===== src/inc/upa_pkg.sv =====
// Notes on behaviour
// [RULE_01] pipe 0 address in bits 6..0
// [RULE_02] pipe 1 address in bits 14..8
// [RULE_03] pipe 2 address in bits 22..16
// [RULE_04] pipe 3 address in bits 30..24
// [RULE_05] bus reset request clears all addresses
// [RULE_06] bank code 0/1/2 gives 1/2/3 banks
// [RULE_07] software uses one bank for control pipes
// [RULE_08] sent bus reset clears bank count
// [RULE_09] writing one allocates pipe memory
// [RULE_10] writing zero frees pipe memory
// [RULE_11] bus reset request clears allocate bit
// [RULE_12] address register read-write, resets to zero
// [RULE_13] bits 31,23,15,7 read zero, ignore writes
package upa_pkg;
  localparam int ADDR_W = 12;
  localparam logic [ADDR_W-1:0] OFS_PIPE_ADDR = 12'h424;
  localparam logic [ADDR_W-1:0] OFS_PIPE_CFG = 12'h500;
  localparam logic [ADDR_W-1:0] OFS_BUS_CTRL = 12'h600;
  localparam int TADDR_W = 7;
  localparam int FIELD_STRIDE = 8;
  localparam int NUM_PIPES = 4;
  localparam logic [31:0] ADDR_REG_MASK = 32'h7F7F7F7F;
  localparam logic [31:0] ADDR_REG_RESET = 32'h00000000;
  localparam int CFG_BANK_LSB = 2;
  localparam int CFG_PIPE_MEM_ALLOCATE_BIT = 1;
  localparam int CTRL_RESET_BIT = 0;
  localparam logic [1:0] BANK_ONE = 2'h0;
  localparam logic [1:0] BANK_TWO = 2'h1;
  localparam logic [1:0] BANK_THREE = 2'h2;
  localparam logic [1:0] RESP_OKAY = 2'h0;
  localparam logic [1:0] RESP_SLVERR = 2'h2;
endpackage : upa_pkg


===== src/hdl/upa_host_pipe_addr.sv =====
// The implementer's own choices: the AXI4-Lite register port and the placing of the registers.
`timescale 1ns/1ps
module upa_host_pipe_addr
  import upa_pkg::*;
(
  // clock and reset
  input wire logic clk_i,
  input wire logic reset_n_i,
  // axi4-lite write address
  input wire logic [ADDR_W-1:0] s_awaddr_i,
  input wire logic s_awvalid_i,
  output logic s_awready_o,
  // axi4-lite write data
  input wire logic [31:0] s_wdata_i,
  input wire logic [3:0] s_wstrb_i,
  input wire logic s_wvalid_i,
  output logic s_wready_o,
  // axi4-lite write response
  output logic [1:0] s_bresp_o,
  output logic s_bvalid_o,
  input wire logic s_bready_i,
  // axi4-lite read address
  input wire logic [ADDR_W-1:0] s_araddr_i,
  input wire logic s_arvalid_i,
  output logic s_arready_o,
  // axi4-lite read data
  output logic [31:0] s_rdata_o,
  output logic [1:0] s_rresp_o,
  output logic s_rvalid_o,
  input wire logic s_rready_i,
  // link side
  input wire logic bus_reset_sent_i,
  output logic bus_reset_req_o,
  output logic [NUM_PIPES*TADDR_W-1:0] pipe_target_addr_o,
  output logic [1:0] pipe_bank_count_o,
  output logic [1:0] pipe_num_banks_o,
  output logic pipe_mem_allocate_o
);

  logic [31:0] addr_reg_q;
  logic [1:0] bank_q;
  logic pipe_mem_allocate_q;
  logic rst_req_q;
  logic [ADDR_W-1:0] awaddr_q;
  logic aw_have_q;
  logic [31:0] wdata_q;
  logic [3:0] wstrb_q;
  logic w_have_q;
  logic bvalid_q;
  logic [1:0] bresp_q;
  logic rvalid_q;
  logic [31:0] rdata_q;
  logic [1:0] rresp_q;

  // one write in flight: take each half once, hold until response leaves
  assign s_awready_o = !aw_have_q && !bvalid_q;
  assign s_wready_o = !w_have_q && !bvalid_q;
  wire aw_fire = s_awvalid_i && s_awready_o;
  wire w_fire = s_wvalid_i && s_wready_o;
  wire aw_ok = aw_have_q || aw_fire;
  wire w_ok = w_have_q || w_fire;
  wire [ADDR_W-1:0] wr_addr = aw_have_q ? awaddr_q : s_awaddr_i;
  wire [31:0] wr_data = w_have_q ? wdata_q : s_wdata_i;
  wire [3:0] wr_strb = w_have_q ? wstrb_q : s_wstrb_i;
  wire wr_go = aw_ok && w_ok && !bvalid_q;
  wire wr_addr_hit = wr_go && (wr_addr == OFS_PIPE_ADDR);
  wire wr_cfg_hit = wr_go && (wr_addr == OFS_PIPE_CFG);
  wire wr_ctrl_hit = wr_go && (wr_addr == OFS_BUS_CTRL);
  wire wr_mapped = wr_addr_hit || wr_cfg_hit || wr_ctrl_hit;

  logic [31:0] strb_mask;
  genvar gi;
  generate
    for (gi = 0; gi < 4; gi++) begin : g_lane
      assign strb_mask[gi*8 +: 8] = {8{wr_strb[gi]}};
    end
  endgenerate

  // reserved bits stay zero whatever is written
  wire [31:0] addr_merge = (addr_reg_q & ~strb_mask) |
    (wr_data & strb_mask); // [RULE_13]
  wire [31:0] addr_reg_d = rst_req_q ? ADDR_REG_RESET :
    wr_addr_hit ? (addr_merge & ADDR_REG_MASK) : addr_reg_q; // [RULE_05]

  wire cfg_lane0 = wr_cfg_hit && wr_strb[0];
  wire [1:0] bank_d = bus_reset_sent_i ? BANK_ONE :
    cfg_lane0 ? wr_data[CFG_BANK_LSB +: 2] : bank_q; // [RULE_08]
  // allocate follows the written bit; request for bus reset frees it
  wire pipe_mem_allocate_d = rst_req_q ? 1'b0 :
    cfg_lane0 ? wr_data[CFG_PIPE_MEM_ALLOCATE_BIT] : pipe_mem_allocate_q; // [RULE_09] [RULE_10] [RULE_11]
  // request holds until the link reports the reset sent
  wire rst_req_d = (wr_ctrl_hit && wr_strb[0]) ? wr_data[CTRL_RESET_BIT] :
    bus_reset_sent_i ? 1'b0 : rst_req_q;

  always_ff @(posedge clk_i or negedge reset_n_i) begin
    if (!reset_n_i) begin
      addr_reg_q <= ADDR_REG_RESET; // [RULE_12]
      bank_q <= BANK_ONE;
      pipe_mem_allocate_q <= 1'b0;
      rst_req_q <= 1'b0;
    end else begin
      addr_reg_q <= addr_reg_d;
      bank_q <= bank_d;
      pipe_mem_allocate_q <= pipe_mem_allocate_d;
      rst_req_q <= rst_req_d;
    end
  end

  always_ff @(posedge clk_i or negedge reset_n_i) begin
    if (!reset_n_i) begin
      aw_have_q <= 1'b0;
      w_have_q <= 1'b0;
      awaddr_q <= '0;
      wdata_q <= 32'h00000000;
      wstrb_q <= 4'h0;
      bvalid_q <= 1'b0;
      bresp_q <= RESP_OKAY;
    end else begin
      if (aw_fire) begin
        awaddr_q <= s_awaddr_i;
      end
      if (w_fire) begin
        wdata_q <= s_wdata_i;
        wstrb_q <= s_wstrb_i;
      end
      aw_have_q <= wr_go ? 1'b0 : aw_ok;
      w_have_q <= wr_go ? 1'b0 : w_ok;
      if (wr_go) begin
        bvalid_q <= 1'b1;
        bresp_q <= wr_mapped ? RESP_OKAY : RESP_SLVERR;
      end else if (s_bready_i) begin
        bvalid_q <= 1'b0;
      end
    end
  end

  assign s_bvalid_o = bvalid_q;
  assign s_bresp_o = bresp_q;

  // read path: answer one cycle after address taken
  assign s_arready_o = !rvalid_q;
  wire ar_fire = s_arvalid_i && s_arready_o;
  wire rd_addr_hit = s_araddr_i == OFS_PIPE_ADDR;
  wire rd_cfg_hit = s_araddr_i == OFS_PIPE_CFG;
  wire rd_ctrl_hit = s_araddr_i == OFS_BUS_CTRL;
  wire [31:0] cfg_word = ({30'h0, bank_q} << CFG_BANK_LSB) |
    ({31'h0, pipe_mem_allocate_q} << CFG_PIPE_MEM_ALLOCATE_BIT);
  wire [31:0] ctrl_word = {31'h0, rst_req_q} << CTRL_RESET_BIT;
  wire [31:0] rd_word = rd_addr_hit ? (addr_reg_q & ADDR_REG_MASK) :
    rd_cfg_hit ? cfg_word : rd_ctrl_hit ? ctrl_word : 32'h00000000;
  wire rd_mapped = rd_addr_hit || rd_cfg_hit || rd_ctrl_hit;

  always_ff @(posedge clk_i or negedge reset_n_i) begin
    if (!reset_n_i) begin
      rvalid_q <= 1'b0;
      rdata_q <= 32'h00000000;
      rresp_q <= RESP_OKAY;
    end else if (ar_fire) begin
      rvalid_q <= 1'b1;
      rdata_q <= rd_word;
      rresp_q <= rd_mapped ? RESP_OKAY : RESP_SLVERR;
    end else if (s_rready_i) begin
      rvalid_q <= 1'b0;
    end
  end

  assign s_rvalid_o = rvalid_q;
  assign s_rdata_o = rdata_q;
  assign s_rresp_o = rresp_q;

  generate
    for (gi = 0; gi < NUM_PIPES; gi++) begin : g_pipe
      assign pipe_target_addr_o[gi*TADDR_W +: TADDR_W] =
        addr_reg_q[gi*FIELD_STRIDE +: TADDR_W]; // [RULE_01] [RULE_02] [RULE_03] [RULE_04]
    end
  endgenerate

  // reserved code 3 treated as three banks; control pipes need code 0
  assign pipe_num_banks_o = (bank_q == BANK_ONE) ? 2'h1 :
    (bank_q == BANK_TWO) ? 2'h2 : 2'h3; // [RULE_06] [RULE_07]
  assign pipe_bank_count_o = bank_q;
  assign pipe_mem_allocate_o = pipe_mem_allocate_q;
  assign bus_reset_req_o = rst_req_q;

  reset_clears_a: assert property (@(posedge clk_i) disable iff (!reset_n_i)
    rst_req_q |=> (addr_reg_q == 32'h00000000) && !pipe_mem_allocate_q) // [RULE_05]
    else $error("addresses not cleared on reset request");
  bank_clear_a: assert property (@(posedge clk_i) disable iff (!reset_n_i)
    bus_reset_sent_i |=> bank_q == 2'h0) // [RULE_08]
    else $error("bank count not cleared");
  reserved_zero_a: assert property (@(posedge clk_i) disable iff (!reset_n_i)
    (addr_reg_q & 32'h80808080) == 32'h00000000) // [RULE_13]
    else $error("reserved address bits set");
  addr_write_a: assert property (@(posedge clk_i) disable iff (!reset_n_i)
    wr_addr_hit && !rst_req_q && (wr_strb == 4'hF) |=>
    addr_reg_q == ($past(wr_data) & 32'h7F7F7F7F)) // [RULE_01]
    else $error("address write lost");
  pipe3_map_a: assert property (@(posedge clk_i) disable iff (!reset_n_i)
    wr_addr_hit && !rst_req_q && wr_strb[3] |=>
    pipe_target_addr_o[27:21] == $past(wr_data[30:24])) // [RULE_04]
    else $error("pipe 3 address mismatch");
  pipe_mem_allocate_set_a: assert property (@(posedge clk_i) disable iff (!reset_n_i)
    cfg_lane0 && !rst_req_q |=> pipe_mem_allocate_q == $past(wr_data[1])) // [RULE_09]
    else $error("allocate bit not written");
  pipe_mem_allocate_hold_a: assert property (@(posedge clk_i) disable iff (!reset_n_i)
    !cfg_lane0 && !rst_req_q |=> $stable(pipe_mem_allocate_q)) // [RULE_10]
    else $error("allocate bit changed");
  banks_map_a: assert property (@(posedge clk_i) disable iff (!reset_n_i)
    bank_q == 2'h1 |-> pipe_num_banks_o == 2'h2) // [RULE_06]
    else $error("bank mapping wrong");
  read_answer_a: assert property (@(posedge clk_i) disable iff (!reset_n_i)
    ar_fire |=> s_rvalid_o) // [RULE_12]
    else $error("read not answered");
  resp_clear_a: assert property (@(posedge clk_i) disable iff (!reset_n_i)
    s_bvalid_o && s_bready_i && !wr_go |=> !s_bvalid_o)
    else $error("write response stuck");

  // handshake: each half taken once, answers stand until taken
  aw_block_a: assert property (@(posedge clk_i) disable iff (!reset_n_i)
    aw_have_q || s_bvalid_o |-> !s_awready_o)
    else $error("write address taken twice");
  w_block_a: assert property (@(posedge clk_i) disable iff (!reset_n_i)
    w_have_q || s_bvalid_o |-> !s_wready_o)
    else $error("write data taken twice");
  ar_block_a: assert property (@(posedge clk_i) disable iff (!reset_n_i)
    s_rvalid_o |-> !s_arready_o)
    else $error("read address taken while busy");
  aw_capture_a: assert property (@(posedge clk_i) disable iff (!reset_n_i)
    aw_fire && !wr_go |=> aw_have_q)
    else $error("write address half lost");
  w_capture_a: assert property (@(posedge clk_i) disable iff (!reset_n_i)
    w_fire && !wr_go |=> w_have_q)
    else $error("write data half lost");
  wr_answer_a: assert property (@(posedge clk_i) disable iff (!reset_n_i)
    wr_go |=> s_bvalid_o)
    else $error("write not answered");
  b_stand_a: assert property (@(posedge clk_i) disable iff (!reset_n_i)
    s_bvalid_o && !s_bready_i |=>
    s_bvalid_o && $stable(s_bresp_o))
    else $error("write response dropped");
  r_stand_a: assert property (@(posedge clk_i) disable iff (!reset_n_i)
    s_rvalid_o && !s_rready_i |=>
    s_rvalid_o && $stable(s_rdata_o) && $stable(s_rresp_o))
    else $error("read data dropped");
  r_clear_a: assert property (@(posedge clk_i) disable iff (!reset_n_i)
    s_rvalid_o && s_rready_i |=> !s_rvalid_o)
    else $error("read response stuck");

  // decode: unmapped offsets answer with an error and no data
  wr_unmapped_a: assert property (@(posedge clk_i) disable iff (!reset_n_i)
    wr_go && !wr_mapped |=> s_bresp_o == RESP_SLVERR)
    else $error("unmapped write not refused");
  wr_mapped_a: assert property (@(posedge clk_i) disable iff (!reset_n_i)
    wr_go && wr_mapped |=> s_bresp_o == RESP_OKAY)
    else $error("mapped write refused");
  rd_unmapped_a: assert property (@(posedge clk_i) disable iff (!reset_n_i)
    ar_fire && !rd_mapped |=>
    s_rresp_o == RESP_SLVERR && s_rdata_o == 32'h00000000)
    else $error("unmapped read not refused");
  rd_addr_data_a: assert property (@(posedge clk_i) disable iff (!reset_n_i)
    ar_fire && rd_addr_hit |=>
    s_rdata_o == ($past(addr_reg_q) & ADDR_REG_MASK)) // [RULE_12]
    else $error("address register read wrong");
  rd_reserved_a: assert property (@(posedge clk_i) disable iff (!reset_n_i)
    ar_fire && rd_addr_hit |=>
    (s_rdata_o & ~ADDR_REG_MASK) == 32'h00000000) // [RULE_13]
    else $error("reserved bits read as one");
  rd_cfg_data_a: assert property (@(posedge clk_i) disable iff (!reset_n_i)
    ar_fire && rd_cfg_hit |=>
    s_rdata_o[CFG_BANK_LSB +: 2] == $past(bank_q) &&
    s_rdata_o[CFG_PIPE_MEM_ALLOCATE_BIT] == $past(pipe_mem_allocate_q)) // [RULE_06] [RULE_09]
    else $error("config read wrong");
  rd_ctrl_data_a: assert property (@(posedge clk_i) disable iff (!reset_n_i)
    ar_fire && rd_ctrl_hit |=>
    s_rdata_o[CTRL_RESET_BIT] == $past(rst_req_q))
    else $error("control read wrong");

  // address fields: only a write or a reset request moves them
  addr_hold_a: assert property (@(posedge clk_i) disable iff (!reset_n_i)
    !wr_addr_hit && !rst_req_q |=>
    $stable(addr_reg_q)) // [RULE_12]
    else $error("address register changed");
  lane_keep_a: assert property (@(posedge clk_i) disable iff (!reset_n_i)
    wr_addr_hit && !rst_req_q && !wr_strb[0] |=>
    addr_reg_q[7:0] == $past(addr_reg_q[7:0])) // [RULE_01]
    else $error("unstrobed lane written");
  pipe0_map_a: assert property (@(posedge clk_i) disable iff (!reset_n_i)
    wr_addr_hit && !rst_req_q && wr_strb[0] |=>
    pipe_target_addr_o[6:0] == $past(wr_data[6:0])) // [RULE_01]
    else $error("pipe 0 address mismatch");
  pipe1_map_a: assert property (@(posedge clk_i) disable iff (!reset_n_i)
    wr_addr_hit && !rst_req_q && wr_strb[1] |=>
    pipe_target_addr_o[13:7] == $past(wr_data[14:8])) // [RULE_02]
    else $error("pipe 1 address mismatch");
  pipe2_map_a: assert property (@(posedge clk_i) disable iff (!reset_n_i)
    wr_addr_hit && !rst_req_q && wr_strb[2] |=>
    pipe_target_addr_o[20:14] == $past(wr_data[22:16])) // [RULE_03]
    else $error("pipe 2 address mismatch");
  taddr_clear_a: assert property (@(posedge clk_i) disable iff (!reset_n_i)
    rst_req_q |=>
    pipe_target_addr_o == '0) // [RULE_05]
    else $error("pipe addresses kept on reset request");

  // configuration and reset request
  bank_write_a: assert property (@(posedge clk_i) disable iff (!reset_n_i)
    cfg_lane0 && !bus_reset_sent_i |=>
    bank_q == $past(wr_data[CFG_BANK_LSB +: 2])) // [RULE_06]
    else $error("bank count not written");
  bank_hold_a: assert property (@(posedge clk_i) disable iff (!reset_n_i)
    !cfg_lane0 && !bus_reset_sent_i |=>
    $stable(bank_q)) // [RULE_08]
    else $error("bank count changed");
  banks_one_a: assert property (@(posedge clk_i) disable iff (!reset_n_i)
    bank_q == BANK_ONE |-> pipe_num_banks_o == 2'h1) // [RULE_06]
    else $error("single bank mapping wrong");
  banks_three_a: assert property (@(posedge clk_i) disable iff (!reset_n_i)
    bank_q == BANK_THREE |-> pipe_num_banks_o == 2'h3) // [RULE_06]
    else $error("triple bank mapping wrong");
  pipe_mem_allocate_free_a: assert property (@(posedge clk_i) disable iff (!reset_n_i)
    cfg_lane0 && !rst_req_q && !wr_data[CFG_PIPE_MEM_ALLOCATE_BIT] |=>
    !pipe_mem_allocate_o) // [RULE_10]
    else $error("pipe memory not freed");
  pipe_mem_allocate_clear_a: assert property (@(posedge clk_i) disable iff (!reset_n_i)
    rst_req_q |=> !pipe_mem_allocate_o) // [RULE_11]
    else $error("allocate kept on reset request");
  ctrl_write_a: assert property (@(posedge clk_i) disable iff (!reset_n_i)
    wr_ctrl_hit && wr_strb[0] |=>
    bus_reset_req_o == $past(wr_data[CTRL_RESET_BIT]))
    else $error("reset request not written");
  req_hold_a: assert property (@(posedge clk_i) disable iff (!reset_n_i)
    rst_req_q && !bus_reset_sent_i && !(wr_ctrl_hit && wr_strb[0]) |=>
    bus_reset_req_o)
    else $error("reset request dropped early");
  req_drop_a: assert property (@(posedge clk_i) disable iff (!reset_n_i)
    bus_reset_sent_i && !(wr_ctrl_hit && wr_strb[0]) |=>
    !bus_reset_req_o)
    else $error("reset request kept after sent");

  wr_seen_c: cover property (@(posedge clk_i) wr_addr_hit);
  rd_seen_c: cover property (@(posedge clk_i) ar_fire && rd_addr_hit);
  pipe_mem_allocate_c: cover property (@(posedge clk_i) pipe_mem_allocate_q ##1 rst_req_q);
  bank_c: cover property (@(posedge clk_i) bank_q == 2'h2);
  sent_c: cover property (@(posedge clk_i) rst_req_q && bus_reset_sent_i);

endmodule : upa_host_pipe_addr


===== config.mk =====
export PLATFORM = sky130hd
export DESIGN_NAME = upa_host_pipe_addr
export DESIGN_NICKNAME = d
export VERILOG_FILES = /design/src/inc/upa_pkg.sv /design/src/hdl/upa_host_pipe_addr.sv
export SDC_FILE = /design/constraint.sdc
export NUM_CORES = 1
export LEC_CHECK = 0
export BUFFER_PORTS_ARGS = -buffer_cell sky130_fd_sc_hd__buf_2
export CORE_ASPECT_RATIO = 1.1
export CORE_MARGIN = 10
export CORE_UTILIZATION = 40
export CTS_CLUSTER_DIAMETER = 200
export DETAILED_ROUTE_END_ITERATION = 12
export PLACE_DENSITY_LB_ADDON = 0.15
export SYNTH_ARGS = -nofsm -noshare
export SYNTH_HDL_FRONTEND = slang
export SYNTH_SLANG_ARGS = --single-unit

===== constraint.sdc =====
create_clock -name clk_i -period 4.3 [get_ports clk_i]
set_input_delay 0.215 -clock clk_i [delete_from_list [all_inputs] [get_ports clk_i]]
set_output_delay 0.215 -clock clk_i [all_outputs]
set_load 0.1 [all_outputs]

# Word level (Yosys, flattened, before mapping)
# Cells that the tools add are included.
# Widths: inputs -> output; s select.
# totals
register_bits,122
in_bits,68
out_inout_bits,75
elab_cells,79
# op_classes
eq_ne,7
muxes,24
n_bitwise,5
n_reduce_logical,29
# op_table
cell,n
$mux 31,4
$eq 12x11->1 const B,6
$and 31x31->31,2
$not 31->31,1
$or 31x31->31,1
$logic_and 1x1->1,12
$mux 1,12
$mux 12,1
$reduce_bool 2->1,6
$mux 2,5
$mux 4,2
$logic_or 1x1->1,6
$logic_not 1->1,4
$or 4x2->4,1
$eq 2x1->1 const B,1
$logic_not 2->1,1

# Logic depth before layout (Yosys ltp)
# logic_depth
depth_word,10
mapped_depth,7
depth_no_buf,4

# Least setup slack after synthesis
# Ideal clock, no wire load.
# synth_timing
path_kind,register -> register
from,reg bvalid_q (netlist: s_bvalid_o)
to,reg wdata_q[0]
arrival_ns,3.239
t_required_ns,4.175
path_slack_ns,0.936
stages_incl_launch_ff,6
n_path_buf,2
cell_sequence,dfrtp_1 > nor2_1 > and2_1 > clkbuf_1 > buf_2 > mux2_2
# synth_via
elab_chain_cells,3
# synth_lines
element,line,text
start: declaration,upa_host_pipe_addr.sv:49,logic bvalid_q;
start signal: assignment,upa_host_pipe_addr.sv:116,bvalid_q <= 1'b0;
start signal: assignment,upa_host_pipe_addr.sv:129,bvalid_q <= 1'b1;
start signal: assignment,upa_host_pipe_addr.sv:132,bvalid_q <= 1'b0;
$logic_not 1->1,upa_host_pipe_addr.sv:57,assign s_wready_o = !w_have_q && !bvalid_q;
$logic_and 1x1->1,upa_host_pipe_addr.sv:57,
named net s_wready_o,upa_host_pipe_addr.sv:17,"output logic s_wready_o,"
$logic_and 1x1->1,upa_host_pipe_addr.sv:59,wire w_fire = s_wvalid_i && s_wready_o;
end signal: assignment,upa_host_pipe_addr.sv:123,wdata_q <= s_wdata_i;
end: declaration,upa_host_pipe_addr.sv:46,logic [31:0] wdata_q;
# The timed path passes the listed nets, and every way through them passes these cells.
# A chain may end at the register's enable or synchronous reset.

# Worst setup path in the final report
# layout_timing
from,reg aw_have_q
to,reg bank_q[0] (netlist: pipe_bank_count_o[0])
# layout_via
elab_chain_cells,9
word_cells_on_any_way,11
classes_between,1 x eq/ne; 1 x mux; 9 x reduce/logical
# layout_lines
element,line,text
start: declaration,upa_host_pipe_addr.sv:45,logic aw_have_q;
start signal: assignment,upa_host_pipe_addr.sv:126,aw_have_q <= wr_go ? 1'b0 : aw_ok;
"parallel branches: the longest is 6 deep, another holds $mux 12",--,
$logic_and 1x1->1 *,upa_host_pipe_addr.sv:67,wire wr_cfg_hit = wr_go && (wr_addr == OFS_PIPE_CFG);
$logic_and 1x1->1 *,upa_host_pipe_addr.sv:85,wire cfg_lane0 = wr_cfg_hit && wr_strb[0];
$reduce_bool 2->1 (no source line) *,--,
end signal: assignment,upa_host_pipe_addr.sv:103,bank_q <= bank_d;
end: declaration,upa_host_pipe_addr.sv:41,logic [1:0] bank_q;
# Every way passes the cells marked *.

==> results_dict.tcl <==
set metrics [dict create \
    grtUsageTotal_pct 14.1 \
    dr_total_vias 3788 \
    synthMuxAreaShare_pct 21.3 \
    yosys-top-cells-area "dfrtp_1, mux2_2, mux2i_1" \
    firstDrtPassIters 4 \
    port-buffer-count 132 \
    grt_pass1_vias 3934 \
    seqPwrFrac_pct 43.9 \
    synth_cells 473 \
    skew_ps 4.32 \
    start_kind "register" \
    nFillCells 1278 \
    synthesis.area_um2 5420 \
    io_pins 143 \
    post-cts-setup-buffers 0 \
    synth_top_family_by_area "multiplexers" \
    cts_resized 0 \
    synth_seq_cells 110 \
    total_power_mw 3.23 \
    timing.hold.ws_ps 8.33 \
    internal_power_mw 2.13 \
    dieHeight_um 142 \
    antenna_found_initial 4 \
    cts_buffer_depth 2 \
    yosysMostFrequentCell "dfrtp_1" \
    cp-end-kind "register" \
    yosysTopAreaCell "dfrtp_1" \
    grt_overflow_total 0 \
    clk_pin_slew_worst_paths_ps 70 \
    setup_viol 0 \
    synth_top_area_share_pct 50.7 \
    leakagePower_nw 3.28 \
    powerDensity_nw_per_um2 502 \
    ys.flop_type "dfrtp_1" \
    sw_frac_of_total_pct 34.2 \
    synthAdderAreaFrac_pct 0 \
    min_period_over_period_pct 51.5 \
    wl_per_cell_um 16.6 \
    grt_pass1_wl_um 20700 \
    synth-simple-area-share_pct 18.0 \
    wirelength_um 13000 \
    instances_no_fill 784 \
    area_delta_synth_final_pct 18.8 \
    p_switching_mw 1.11 \
    rrSetupSlack_ps 2090 \
    dp.final_hpwl_um 9590 \
    cts_root_buf "clkbuf_16" \
    clock-sinks 110 \
    p_comb_share_pct 32.6 \
    criticalPathCategory "register to register" \
    core_um2 13300 \
    worstMarginPinSlew_ps 1200 \
    syn_area_per_cell_um2 11.5 \
    clock_latency_ps 340 \
    rows 44 \
    yosysSeqAreaShare_pct 50.7 \
    rsz0062_at_grt "false" \
    cts_tree "built" \
    drtAntennaViolNets 0 \
    pwr-share-clk_pct 23.5 \
    drive_gt1_share_pct 41.0 \
    max_clock_freq_ghz 0.452 \
    relSlewSlack_pct 19.3 \
    grt_max_degree 76 \
    finalMaxSlewViolations 0 \
    ys_warn_count 0 \
    synth_commonest_cells "dfrtp_1, mux2_2, nand2_1" \
    synth_compound_area_share_pct 5.37 \
    initial_core_util_pct 40.9 \
    die_area_um2 18600 \
    cts_buffers 9 \
    place_inst 765 \
    status "completed" \
    cts-htree-levels 3 \
    viasPerCell 4.83 \
    synth-xor-area-share_pct 0.484 \
    fp.dieW_um 131 \
    reg2reg_to "pipe_bank_count_o[0]" \
    drt_iter0_markers 190 \
    crit_fanout 18 \
    ir_drop_mv 0.636 \
    period_minus_slack_ps 2210 \
    hold_viol_final 0 \
    place.gp.congestion 0.743 \
    postCtsHoldBufs 0 \
    arrival_ps 2440 \
    r2r-start "aw_have_q" \
    required_ps 4530 \
    final_nets 660 \
    fin_util_pct 48.6 \
    async_flop_share_pct 100 \
    setup_tns_ps 0 \
    r2r_cells 4 \
    post_synth_num_cell_types 51 \
    drcViolationCount 0 \
    maxCapViolCount 0 \
    synth_edf_count 0 \
    hp-class "primary input to asynchronous set/reset pin" \
]
## how the worst max path moves through the flow
stage                           from                   end  slack (ps)  cells after the start
after floorplan           s_bvalid_o            wdata_q[0]         940                      5
after global placement     aw_have_q       bus_reset_req_o        2090                      4
after detailed placement   aw_have_q        addr_reg_q[22]        2080                      4
after CTS                  aw_have_q        addr_reg_q[12]        2060                      4
after global routing       aw_have_q       bus_reset_req_o        1790                      4
final                      aw_have_q  pipe_bank_count_o[0]        2090                      4
## routing by layer
layer	part of all wire [%]	track usage [%]
met2	48	23.0
met5	0.10	0
met1	43	17.2
met4	1.3	4.92
met3	7.6	4.51
## stage by stage
stage	area [µm²]	setup slack [ps]
floorplan	5440	936
global placement	6170	2090
detailed placement	6170	2080
CTS	6440	2060
global route	6440	1790
finish	6440	2090
## cells by family (layout without fill, tap and decap cells)
family,Yosys count,count (layout)
AND/OR/NAND/NOR,188,188
flip-flops,110,110
multiplexers,106,106
buffers and inverters,38,157
AO/OA/AOI/OAI,27,27
XOR/XNOR,3,3
other,1,9
## cells in the final DEF (no fill, tap or decap), types with 5 or more instances in the layout
master,Yosys,routed
nand2b_1,5,5
nor2_1,40,40
conb_1,1,6
nand3_2,5,5
mux2_2,73,73
clkbuf_1,11,5
nor2b_1,32,31
buf_2,8,131
nand3_1,21,21
dfrtp_1,110,108
mux2i_1,31,31
nand2_1,58,58
clkbuf_16,0,9
buf_4,11,6
## registers in the layout, indices dropped and copies added, names as in the netlist
signal / flops
s_bresp_o: 1
s_bvalid_o: 1
pipe_bank_count_o: 2
w_have_q: 1
wdata_q: 28
bus_reset_req_o: 1
s_rdata_o: 28
awaddr_q: 12
addr_reg_q: 28
s_rresp_o: 1
aw_have_q: 1
wstrb_q: 4
s_rvalid_o: 1
pipe_mem_allocate_o: 1
## cell type report
cell class | count | area, µm² | area share, %
repair buffers | 137 | 701 | 10.9
multi-input cells | 330 | 2470 | 38.4
diodes | 3 | 7.51 | 0.116
inverters | 4 | 15.0 | 0.233
clock inverters | 1 | 5.00 | 0.0777
well taps | 184 | 230 | 3.57
flip-flops and latches | 110 | 2760 | 42.7
clock buffers | 15 | 258 | 4.00
## power by group through the flow
stage	logic, mW	registers (mW)	clock network [mW]
after floorplan	0.833	1.47	0
after global placement	1.05	1.43	0
after detailed placement	1.07	1.44	0
after CTS	1.07	1.42	0.792
after global routing	1.15	1.46	0.829
final	1.05	1.42	0.760
## critical path, stage by stage, from the launching register on
cell       delay [ps]
dfrtp_1           670
nor3b_1           300
o21ai_0           210
a2111oi_4         520
mux2_2            390
No activity file was read; power rests on OpenSTA's default activity.
